**config.mk**
```make
export PLATFORM = sky130hd
export DESIGN_NAME = foc_gain_config_regs
export DESIGN_NICKNAME = d
export VERILOG_FILES = /design/src/foc_gain_pkg.sv /design/src/gain_if.sv /design/src/gain_decode.sv /design/src/ratio_scale.sv /design/src/foc_gain_config_regs.sv
export SDC_FILE = /design/constraint.sdc
export NUM_CORES = 1
export LEC_CHECK = 0
export BUFFER_PORTS_ARGS = -buffer_cell sky130_fd_sc_hd__buf_4
export CAP_MARGIN = 20
export CORE_ASPECT_RATIO = 1.25
export CORE_MARGIN = 4
export CORE_UTILIZATION = 40
export DETAILED_ROUTE_END_ITERATION = 6
export GPL_TIMING_DRIVEN = 0
export PLACE_DENSITY = 0.69
export SYNTH_ARGS = -nofsm -noshare
export SYNTH_HDL_FRONTEND = slang
export SYNTH_SLANG_ARGS = --single-unit
```
**constraint.sdc**
```tcl
create_clock -name core_clk -period 9.83 [get_ports core_clk]
set_input_delay 0.983 -clock core_clk [delete_from_list [all_inputs] [get_ports core_clk]]
set_output_delay 0.983 -clock core_clk [all_outputs]
set_load 0.005 [all_outputs]
```
**src/foc_gain_pkg.sv**
```systemverilog
package foc_gain_pkg;

    // ------------------------------------------------------------------
    // register indices and byte addresses
    // ------------------------------------------------------------------
    localparam logic [7:0]  IDX_GAIN_A      = 8'h8C;
    localparam logic [7:0]  IDX_SPEED       = 8'h8E;
    localparam logic [7:0]  IDX_REF_A       = 8'h94;
    localparam logic [9:0]  ADDR_GAIN_A     = {IDX_GAIN_A, 2'b00};
    localparam logic [9:0]  ADDR_SPEED      = {IDX_SPEED, 2'b00};
    localparam logic [9:0]  ADDR_REF_A      = {IDX_REF_A, 2'b00};

    // ------------------------------------------------------------------
    // reset values and masks
    // ------------------------------------------------------------------
    localparam logic [31:0] RST_GAIN_A      = 32'h0000_0000;
    localparam logic [31:0] RST_SPEED       = 32'h0000_0000;
    localparam logic [31:0] RST_REF_A       = 32'h0000_0000;
    localparam logic [31:0] REG_MASK        = 32'h7FFF_FFFF;

    // ------------------------------------------------------------------
    // field positions
    // ------------------------------------------------------------------
    localparam int unsigned EMF_LSB         = 23;
    localparam int unsigned EMF_W           = 8;
    localparam int unsigned GAIN_W          = 10;
    localparam int unsigned GAIN_VAL_W      = 8;
    localparam int unsigned CKP_LSB         = 13;
    localparam int unsigned CKI_LSB         = 3;
    localparam int unsigned SKP_HI_W        = 3;
    localparam int unsigned SKP_LO_LSB      = 24;
    localparam int unsigned SKP_LO_W        = 7;
    localparam int unsigned SKI_LSB         = 14;
    localparam int unsigned SPD_LSB         = 0;
    localparam int unsigned SPD_W           = 14;
    localparam int unsigned SHAPE_LSB       = 29;
    localparam int unsigned DUTY_LSB        = 21;
    localparam int unsigned DUTY_W          = 8;

    // ------------------------------------------------------------------
    // decode constants
    // ------------------------------------------------------------------
    localparam int unsigned NUMER_W         = 18;
    localparam int unsigned EXP_W           = 3;
    localparam int unsigned HZ_W            = 12;
    localparam int unsigned PCT_W           = 7;
    localparam int unsigned CKP_MULT        = 1;
    localparam int unsigned CKI_MULT        = 1000;
    localparam int unsigned SKP_EXTRA_EXP   = 2;
    localparam int unsigned SKI_EXTRA_EXP   = 1;
    localparam int unsigned SPD_DIV         = 6;
    localparam int unsigned DUTY_FULL       = 255;
    localparam int unsigned PCT_FULL        = 100;

    localparam logic [1:0]  RESP_OKAY       = 2'b00;
    localparam logic [1:0]  RESP_SLVERR     = 2'b10;

    typedef enum logic [3:0] {
        SHAPE_EQUATION  = 4'b0001,
        SHAPE_LINEAR    = 4'b0010,
        SHAPE_STAIRCASE = 4'b0100,
        SHAPE_FWD_REV   = 4'b1000
    } shape_t;

endpackage: foc_gain_pkg

```
**src/gain_if.sv**
```systemverilog
`timescale 1ns/100ps
interface gain_if;
    import foc_gain_pkg::*;
    logic [GAIN_W-1:0]  code;
    logic [NUMER_W-1:0] numer;
    logic [EXP_W-1:0]   expo;
    modport src (output code, input numer, input expo);
    modport dec (input code, output numer, output expo);
endinterface: gain_if

```
**src/gain_decode.sv**
```systemverilog
`timescale 1ns/100ps
// splits a scale/value gain code into numerator and power-of-ten divisor
module gain_decode #(
    parameter int unsigned MULT      = 1,
    parameter int unsigned EXTRA_EXP = 0
) (
    // gain code in, decoded gain out
    gain_if.dec g
);
    import foc_gain_pkg::*;

    always_comb
    begin
        g.numer = NUMER_W'(g.code[GAIN_VAL_W-1:0]) * NUMER_W'(MULT);
        g.expo  = EXP_W'(g.code[GAIN_W-1:GAIN_VAL_W]) + EXP_W'(EXTRA_EXP);
    end

endmodule: gain_decode

```
**src/ratio_scale.sv**
```systemverilog
`timescale 1ns/100ps
// dout = din * MUL / DIV, truncated
module ratio_scale #(
    parameter int unsigned IN_W  = 8,
    parameter int unsigned OUT_W = 8,
    parameter int unsigned MUL   = 1,
    parameter int unsigned DIV   = 1
) (
    // operand
    input  wire logic [IN_W-1:0]  din,
    // result
    output logic      [OUT_W-1:0] dout
);
    logic [31:0] prod;

    always_comb
    begin
        prod = 32'(din) * 32'(MUL);
        dout = OUT_W'(prod / 32'(DIV));
    end

endmodule: ratio_scale

```
**src/foc_gain_config_regs.sv**
```systemverilog
// Implementation choice: the AXI4-Lite slave port.
`timescale 1ns/100ps
module foc_gain_config_regs #(
    parameter int unsigned AW = 12
) (
    // clock, reset, enable
    input  wire logic                                core_clk,
    input  wire logic                                rst_n,
    input  wire logic                                ce,
    // axi4-lite write address
    input  wire logic [AW-1:0]                       s_axi_awaddr,
    input  wire logic [2:0]                          s_axi_awprot,
    input  wire logic                                s_axi_awvalid,
    output logic                                     s_axi_awready,
    // axi4-lite write data
    input  wire logic [31:0]                         s_axi_wdata,
    input  wire logic [3:0]                          s_axi_wstrb,
    input  wire logic                                s_axi_wvalid,
    output logic                                     s_axi_wready,
    // axi4-lite write response
    output logic [1:0]                               s_axi_bresp,
    output logic                                     s_axi_bvalid,
    input  wire logic                                s_axi_bready,
    // axi4-lite read address
    input  wire logic [AW-1:0]                       s_axi_araddr,
    input  wire logic [2:0]                          s_axi_arprot,
    input  wire logic                                s_axi_arvalid,
    output logic                                     s_axi_arready,
    // axi4-lite read data
    output logic [31:0]                              s_axi_rdata,
    output logic [1:0]                               s_axi_rresp,
    output logic                                     s_axi_rvalid,
    input  wire logic                                s_axi_rready,
    // decoded configuration
    output logic [foc_gain_pkg::EMF_W-1:0]           motor_back_emf_code,
    output logic                                     cur_gain_auto,
    output logic [foc_gain_pkg::NUMER_W-1:0]         current_loop_prop_gain,
    output logic [foc_gain_pkg::EXP_W-1:0]           current_loop_prop_exp,
    output logic [foc_gain_pkg::NUMER_W-1:0]         current_loop_integ_gain,
    output logic [foc_gain_pkg::EXP_W-1:0]           current_loop_integ_exp,
    output logic [foc_gain_pkg::NUMER_W-1:0]         speed_loop_prop_gain,
    output logic [foc_gain_pkg::EXP_W-1:0]           speed_loop_prop_exp,
    output logic [foc_gain_pkg::NUMER_W-1:0]         speed_loop_integ_gain,
    output logic [foc_gain_pkg::EXP_W-1:0]           speed_loop_integ_exp,
    output logic [foc_gain_pkg::HZ_W-1:0]            max_speed_hz,
    output foc_gain_pkg::shape_t                     ref_shape,
    output logic [foc_gain_pkg::PCT_W-1:0]           turn_on_duty_level
);
    import foc_gain_pkg::*;

    // ------------------------------------------------------------------
    // helpers
    // ------------------------------------------------------------------
    // one-hot select {ref, speed, gain_a}, zero when unmapped
    function automatic logic [2:0] reg_select(input logic [AW-1:0] addr);
        logic [2:0] sel;
        sel = 3'b000;
        if (addr == AW'(ADDR_GAIN_A))
            sel = 3'b001;
        else if (addr == AW'(ADDR_SPEED))
            sel = 3'b010;
        else if (addr == AW'(ADDR_REF_A))
            sel = 3'b100;
        return sel;
    endfunction: reg_select

    // byte-lane merge, reserved top bit forced low
    function automatic logic [31:0] merge(input logic [31:0] old, input logic [31:0] data,
                                          input logic [3:0] strb);
        logic [31:0] res;
        res = old;
        for (int i = 0; i < 4; i++)
        begin
            if (strb[i])
                res[i*8 +: 8] = data[i*8 +: 8];
        end
        return res & REG_MASK;
    endfunction: merge

    // ------------------------------------------------------------------
    // write channel
    // ------------------------------------------------------------------
    logic              awready_q;
    logic              wready_q;
    logic              aw_held_q;
    logic              w_held_q;
    logic [AW-1:0]     awaddr_q;
    logic [31:0]       wdata_q;
    logic [3:0]        wstrb_q;
    logic              bvalid_q;
    logic [1:0]        bresp_q;
    logic              aw_take;
    logic              w_take;
    logic              wr_fire;
    logic              aw_held_d;
    logic              w_held_d;
    logic [2:0]        wr_sel;

    assign aw_take   = s_axi_awvalid & awready_q;
    assign w_take    = s_axi_wvalid & wready_q;
    assign wr_fire   = aw_held_q & w_held_q & ~bvalid_q;
    assign aw_held_d = wr_fire ? 1'b0 : (aw_held_q | aw_take);
    assign w_held_d  = wr_fire ? 1'b0 : (w_held_q | w_take);
    assign wr_sel    = reg_select(awaddr_q);

    always_ff @(posedge core_clk or negedge rst_n)
    begin
        if (!rst_n)
        begin
            awready_q <= 1'b0;
            wready_q  <= 1'b0;
            aw_held_q <= 1'b0;
            w_held_q  <= 1'b0;
        end
        else if (ce)
        begin
            aw_held_q <= aw_held_d;
            w_held_q  <= w_held_d;
            awready_q <= ~aw_held_d;
            wready_q  <= ~w_held_d;
        end
    end

    always_ff @(posedge core_clk or negedge rst_n)
    begin
        if (!rst_n)
        begin
            awaddr_q <= '0;
            wdata_q  <= 32'h0000_0000;
            wstrb_q  <= 4'h0;
        end
        else if (ce)
        begin
            if (aw_take)
                awaddr_q <= s_axi_awaddr;
            if (w_take)
            begin
                wdata_q <= s_axi_wdata;
                wstrb_q <= s_axi_wstrb;
            end
        end
    end

    always_ff @(posedge core_clk or negedge rst_n)
    begin
        if (!rst_n)
        begin
            bvalid_q <= 1'b0;
            bresp_q  <= RESP_OKAY;
        end
        else if (ce)
        begin
            if (wr_fire)
            begin
                bvalid_q <= 1'b1;
                bresp_q  <= (wr_sel == 3'b000) ? RESP_SLVERR : RESP_OKAY;
            end
            else if (s_axi_bready)
                bvalid_q <= 1'b0;
        end
    end

    // ------------------------------------------------------------------
    // register storage
    // ------------------------------------------------------------------
    logic [31:0] gain_a_q;
    logic [31:0] speed_q;
    logic [31:0] ref_a_q;

    always_ff @(posedge core_clk or negedge rst_n)
    begin
        if (!rst_n)
        begin
            gain_a_q <= RST_GAIN_A;
            speed_q  <= RST_SPEED;
            ref_a_q  <= RST_REF_A;
        end
        else if (ce && wr_fire)
        begin
            if (wr_sel[0])
                gain_a_q <= merge(gain_a_q, wdata_q, wstrb_q);
            if (wr_sel[1])
                speed_q  <= merge(speed_q, wdata_q, wstrb_q);
            if (wr_sel[2])
                ref_a_q  <= merge(ref_a_q, wdata_q, wstrb_q);
        end
    end

    // ------------------------------------------------------------------
    // read channel
    // ------------------------------------------------------------------
    logic        arready_q;
    logic        rvalid_q;
    logic [31:0] rdata_q;
    logic [1:0]  rresp_q;
    logic        ar_take;
    logic        rvalid_d;
    logic [2:0]  rd_sel;
    logic [31:0] rd_word;

    assign ar_take  = s_axi_arvalid & arready_q;
    assign rvalid_d = ar_take | (rvalid_q & ~s_axi_rready);
    assign rd_sel   = reg_select(s_axi_araddr);

    always_comb
    begin
        rd_word = 32'h0000_0000;
        case (rd_sel)
            3'b001:  rd_word = gain_a_q;
            3'b010:  rd_word = speed_q;
            3'b100:  rd_word = ref_a_q;
            default: rd_word = 32'h0000_0000;
        endcase
    end

    always_ff @(posedge core_clk or negedge rst_n)
    begin
        if (!rst_n)
        begin
            arready_q <= 1'b0;
            rvalid_q  <= 1'b0;
            rdata_q   <= 32'h0000_0000;
            rresp_q   <= RESP_OKAY;
        end
        else if (ce)
        begin
            rvalid_q  <= rvalid_d;
            arready_q <= ~rvalid_d;
            if (ar_take)
            begin
                rdata_q <= rd_word & REG_MASK;
                rresp_q <= (rd_sel == 3'b000) ? RESP_SLVERR : RESP_OKAY;
            end
        end
    end

    assign s_axi_awready = awready_q;
    assign s_axi_wready  = wready_q;
    assign s_axi_bvalid  = bvalid_q;
    assign s_axi_bresp   = bresp_q;
    assign s_axi_arready = arready_q;
    assign s_axi_rvalid  = rvalid_q;
    assign s_axi_rdata   = rdata_q;
    assign s_axi_rresp   = rresp_q;

    // ------------------------------------------------------------------
    // gain decoders
    // ------------------------------------------------------------------
    gain_if ckp_if ();
    gain_if cki_if ();
    gain_if skp_if ();
    gain_if ski_if ();

    assign ckp_if.code = gain_a_q[CKP_LSB +: GAIN_W];
    assign cki_if.code = gain_a_q[CKI_LSB +: GAIN_W];
    assign skp_if.code = {gain_a_q[SKP_HI_W-1:0], speed_q[SKP_LO_LSB +: SKP_LO_W]};
    assign ski_if.code = speed_q[SKI_LSB +: GAIN_W];

    gain_decode #(.MULT(CKP_MULT), .EXTRA_EXP(0)) u_ckp_dec (.g(ckp_if.dec));
    gain_decode #(.MULT(CKI_MULT), .EXTRA_EXP(0)) u_cki_dec (.g(cki_if.dec));
    gain_decode #(.MULT(1), .EXTRA_EXP(SKP_EXTRA_EXP)) u_skp_dec (.g(skp_if.dec));
    gain_decode #(.MULT(1), .EXTRA_EXP(SKI_EXTRA_EXP)) u_ski_dec (.g(ski_if.dec));

    // ------------------------------------------------------------------
    // speed limit and duty scaling
    // ------------------------------------------------------------------
    logic [HZ_W-1:0]  hz_calc;
    logic [PCT_W-1:0] pct_calc;

    ratio_scale #(.IN_W(SPD_W), .OUT_W(HZ_W), .MUL(1), .DIV(SPD_DIV)) u_hz (
        .din  (speed_q[SPD_LSB +: SPD_W]),
        .dout (hz_calc)
    );

    ratio_scale #(.IN_W(DUTY_W), .OUT_W(PCT_W), .MUL(PCT_FULL), .DIV(DUTY_FULL)) u_pct (
        .din  (ref_a_q[DUTY_LSB +: DUTY_W]),
        .dout (pct_calc)
    );

    shape_t shape_calc;

    always_comb
    begin
        case (ref_a_q[SHAPE_LSB +: 2])
            2'h0:    shape_calc = SHAPE_EQUATION;
            2'h1:    shape_calc = SHAPE_LINEAR;
            2'h2:    shape_calc = SHAPE_STAIRCASE;
            2'h3:    shape_calc = SHAPE_FWD_REV;
            default: shape_calc = SHAPE_EQUATION;
        endcase
    end

    // ------------------------------------------------------------------
    // registered outputs
    // ------------------------------------------------------------------
    always_ff @(posedge core_clk or negedge rst_n)
    begin
        if (!rst_n)
        begin
            motor_back_emf_code     <= '0;
            cur_gain_auto           <= 1'b1;
            current_loop_prop_gain  <= '0;
            current_loop_prop_exp   <= '0;
            current_loop_integ_gain <= '0;
            current_loop_integ_exp  <= '0;
            speed_loop_prop_gain    <= '0;
            speed_loop_prop_exp     <= EXP_W'(SKP_EXTRA_EXP);
            speed_loop_integ_gain   <= '0;
            speed_loop_integ_exp    <= EXP_W'(SKI_EXTRA_EXP);
            max_speed_hz            <= '0;
            ref_shape               <= SHAPE_EQUATION;
            turn_on_duty_level      <= '0;
        end
        else if (ce)
        begin
            motor_back_emf_code     <= gain_a_q[EMF_LSB +: EMF_W];
            cur_gain_auto           <= (ckp_if.code == '0) && (cki_if.code == '0);
            current_loop_prop_gain  <= ckp_if.numer;
            current_loop_prop_exp   <= ckp_if.expo;
            current_loop_integ_gain <= cki_if.numer;
            current_loop_integ_exp  <= cki_if.expo;
            speed_loop_prop_gain    <= skp_if.numer;
            speed_loop_prop_exp     <= skp_if.expo;
            speed_loop_integ_gain   <= ski_if.numer;
            speed_loop_integ_exp    <= ski_if.expo;
            max_speed_hz            <= hz_calc;
            ref_shape               <= shape_calc;
            turn_on_duty_level      <= pct_calc;
        end
    end
endmodule: foc_gain_config_regs

```
==> qor.txt <==
WORST SETUP PATH
--------------------------------------------------------------------------------------------------
Category of the critical setup timing path .......................................... flip-flop to flip-flop
Most frequent cell on the critical path .............................................         ha_1
Crit-path max cell delay ............................................................      0.60 ns
Register-to-register path setup slack ...............................................      0.46 ns
Peak fanout along the critical path .................................................           10
Required time at the endpoint of the critical path ..................................     10.26 ns
Crit-path slowest cell ..............................................................        or4_4
Family with the most delay on the worst path ........................................ simple AND/OR/NAND/NOR gates
Bufs and invs on worst path .........................................................            4
Arrival @ worst endpoint ............................................................      9.81 ns
Kind of start point of the critical path ............................................    flip-flop
Endpoint kind of the worst setup timing path ........................................    flip-flop

CLOCK TREE
--------------------------------------------------------------------------------------------------
Htree depth .........................................................................            1
Hold-fix buffers, CTS ...............................................................            0
Max Buffers Root-to-Sink ............................................................            3
Clock network latency to the later pin of the worst-skew pair .......................      0.57 ns
Clock transition time at the flip-flop clock pins of the worst setup and hold paths .      0.06 ns
Number of buffers added by the clock tree synthesis step ............................           28
Root buffer selected by CTS .........................................................    clkbuf_16
TritonCTS sink count ................................................................          261
TritonCTS clock tree ................................................................          yes

LAYOUT
--------------------------------------------------------------------------------------------------
Total number of nets in the final design ............................................         2000
Post-layout utilization of the core .................................................        0.496
Synthesis-to-finish area growth .....................................................        21.6%
Leading cell type in the layout, fill and taps excluded .............................      dfrtp_1
Commonest non-fill, non-tap cells in the layout ..................................... 255 x dfrtp_1, 231 x buf_4, 187 x mux2_2, 108 x nor2_1, 106 x nand2_1
Inserted Diodes .....................................................................            0
Layout cell share with drive strength beyond 1 ......................................        0.294

DETAILED ROUTING
--------------------------------------------------------------------------------------------------
Via count ...........................................................................        13000
Final WL ............................................................................     49000 um
Initial drt markers .................................................................          923
DRC violations left .................................................................            0
Top Metal Used ......................................................................         met5
Via/cell ratio ......................................................................         5.57
Total met2 wirelength after detailed routing ........................................     24900 um
Routed wirelength normalized by instance count ......................................      20.9 um
DRT met1 WL .........................................................................     20000 um
Post-detailed-route count of antenna-violating nets .................................            0
Detailed route wirelength on metal3 .................................................      2720 um
Drt first pass iters ................................................................            5

GLOBAL ROUTE
--------------------------------------------------------------------------------------------------
Global-route wire length before repair ..............................................     75500 um
Largest net degree at the start of global routing ...................................          126
Number of antenna violations at the first check in global routing ...................            2
GRT Overall Usage ...................................................................        0.218
Vias in the first global route ......................................................        13200
Grt ovf .............................................................................            0

POWER AND IR DROP
--------------------------------------------------------------------------------------------------
Total power .........................................................................      3.25 mW
Maximum VDD drop ....................................................................     0.128 mV
Standby leakage power ...............................................................      9.06 nW
Power per cell area .................................................................  166 mW/mm^2

LOGIC SYNTHESIS
--------------------------------------------------------------------------------------------------
Syn_area_per_cell ...................................................................    10.3 um^2
Count of synthesis-stage warnings from yosys ........................................            0
Cells after synthesis ...............................................................         1560
Register bit count reported by yosys ................................................          261
Netlist cell types ..................................................................          100
Post-Syn Area .......................................................................  0.0161 mm^2
Number of enable flip-flop cells after synthesis ....................................            0
Async set-reset flop share out of synthesis .........................................         1.00
Primary FF master, synth ............................................................      dfrtp_1
Sequential area share after synthesis ...............................................        0.406

STA
--------------------------------------------------------------------------------------------------
Peak Freq ...........................................................................      107 MHz
Worst slack on hold paths ...........................................................     0.327 ns
Worst-margin pin slew ...............................................................      1.19 ns
Final max-slew violation count ......................................................            0
Number of endpoints failing setup at the final stage ................................            0
Relative slew slack .................................................................        0.210
Setup_tns ...........................................................................         0 ns
Period utilization ..................................................................        0.954
Final number of hold-violating endpoints ............................................            0
Post-layout minimum cycle time ......................................................      9.37 ns
Worst Skew ..........................................................................    0.0137 ns
RSZ-0062 raised after global routing ................................................        false

FLOORPLAN
--------------------------------------------------------------------------------------------------
Initial core utilization ............................................................        0.408
Core box area .......................................................................  0.0394 mm^2
Floorplan row count .................................................................           81
I/O pin count .......................................................................          231
Die span in x .......................................................................       187 um
Die Height ..........................................................................       232 um
Total die area ......................................................................  0.0435 mm^2

PLACED DESIGN
--------------------------------------------------------------------------------------------------
Global placement routability congestion .............................................        0.936
IO Port Bufs ........................................................................          183
Post-detailed-placement half-perimeter wirelength ...................................     37500 um

WORST HOLD PATH
--------------------------------------------------------------------------------------------------
Worst hold path type ................................................................ input port to async pin

OUTCOME
--------------------------------------------------------------------------------------------------
Outcome ............................................................................. finished, final reports clean

RUN
--------------------------------------------------------------------------------------------------
Max Cap Violations ..................................................................            0

[timing repair]
item,4_1_cts,5_1_grt
buffers inserted,1,8
resized for setup,13,31
pin swaps,1,8
setup endpoints to repair,2,2
[synth_stat cells (all sizes together) (22+ instances only)]
master | n | area, um^2
buf | 50 | 349
mux2 | 187 | 2110
inv | 73 | 274
nand2 | 107 | 402
xnor2 | 30 | 270
clkbuf | 60 | 225
nand3 | 37 | 195
o21ai | 103 | 519
a21oi | 85 | 425
nor2 | 108 | 405
fa | 25 | 500
nor3 | 28 | 145
ha | 78 | 976
dfrtp | 257 | 6430
mux2i | 41 | 410
a31oi | 22 | 138
[state kept, by name, indices dropped and copies added, names as in the netlist, 2 cells and up]
register / cells
ref_shape: 4
s_axi_rdata: 31
max_speed_hz: 12
speed_loop_prop_exp: 3
speed_loop_prop_gain: 8
current_loop_integ_gain: 15
wdata_q: 31
speed_loop_integ_exp: 3
speed_loop_integ_gain: 8
ref_a_q: 31
turn_on_duty_level: 7
current_loop_prop_gain: 8
motor_back_emf_code: 8
gain_a_q: 31
wstrb_q: 4
current_loop_prop_exp: 2
awaddr_q: 12
speed_q: 31
current_loop_integ_exp: 2
[report_power, final]
group	switching (mW)	internal [mW]	total, mW	leakage (nW)
Sequential	0.123	1.22	1.34	3.37
Clock	0.436	0.713	1.15	0.484
Combinational	0.382	0.376	0.759	5.21
[layout make-up]
class | count | area (um^2)
Timing Repair Buffer | 196 | 1540
Fill cell | 3590 | 19900
Sequential cell | 261 | 6540
Multi-Input combinational cell | 1151 | 8980
Tap cell | 498 | 623
Buffer | 110 | 583
Clock buffer | 42 | 835
Inverter | 75 | 285
Clock inverter | 8 | 170
[through the flow]
stage / setup slack (ns) / std cells / cell area, um^2
4_1_cts: 0.0153 / 2333 / 19400
3_3_place_gp: -1.09 / 2278 / 18200
2_1_floorplan: 1.03 / 1597 / 16200
3_5_place_dp: -1.11 / 2282 / 18300
5_1_grt: 0.000691 / 2341 / 19600
6_report: 0.456 / 2341 / 19600
[per-layer routing]
layer | vias up | track usage
met2 | 413 | 0.393
met4 | 2 | 0.0686
met1 | 6435 | 0.269
li1 | 6093 | -
met3 | 93 | 0.0349
met5 | - | 0
[cells by family (layout without fill, tap and decap cells)]
group	count (synthesis)	in the layout	share of synthesized area
flops	261	261	0.406
compound gates	355	355	0.149
xor+xnor	44	44	0.0244
mux	228	228	0.156
other cells	1	38	0.000233
simple gates	382	382	0.118
buf+inv	185	431	0.0532
fa+ha+maj	104	104	0.0924
[worst paths after layout]
path,from,to,cells past startpoint
setup reg to reg,ref_a_q[23],turn_on_duty_level[0],36
hold / removal,rst_n,wdata_q[15],1
min in group core_clk,speed_loop_integ_exp[0],speed_loop_integ_exp[0],2
setup / recovery,ref_a_q[23],turn_on_duty_level[0],36
max in group asynchronous,rst_n,s_axi_rdata[28],3
hold reg to reg,speed_loop_integ_exp[0],speed_loop_integ_exp[0],2
No activity file was read; power rests on OpenSTA's default activity.
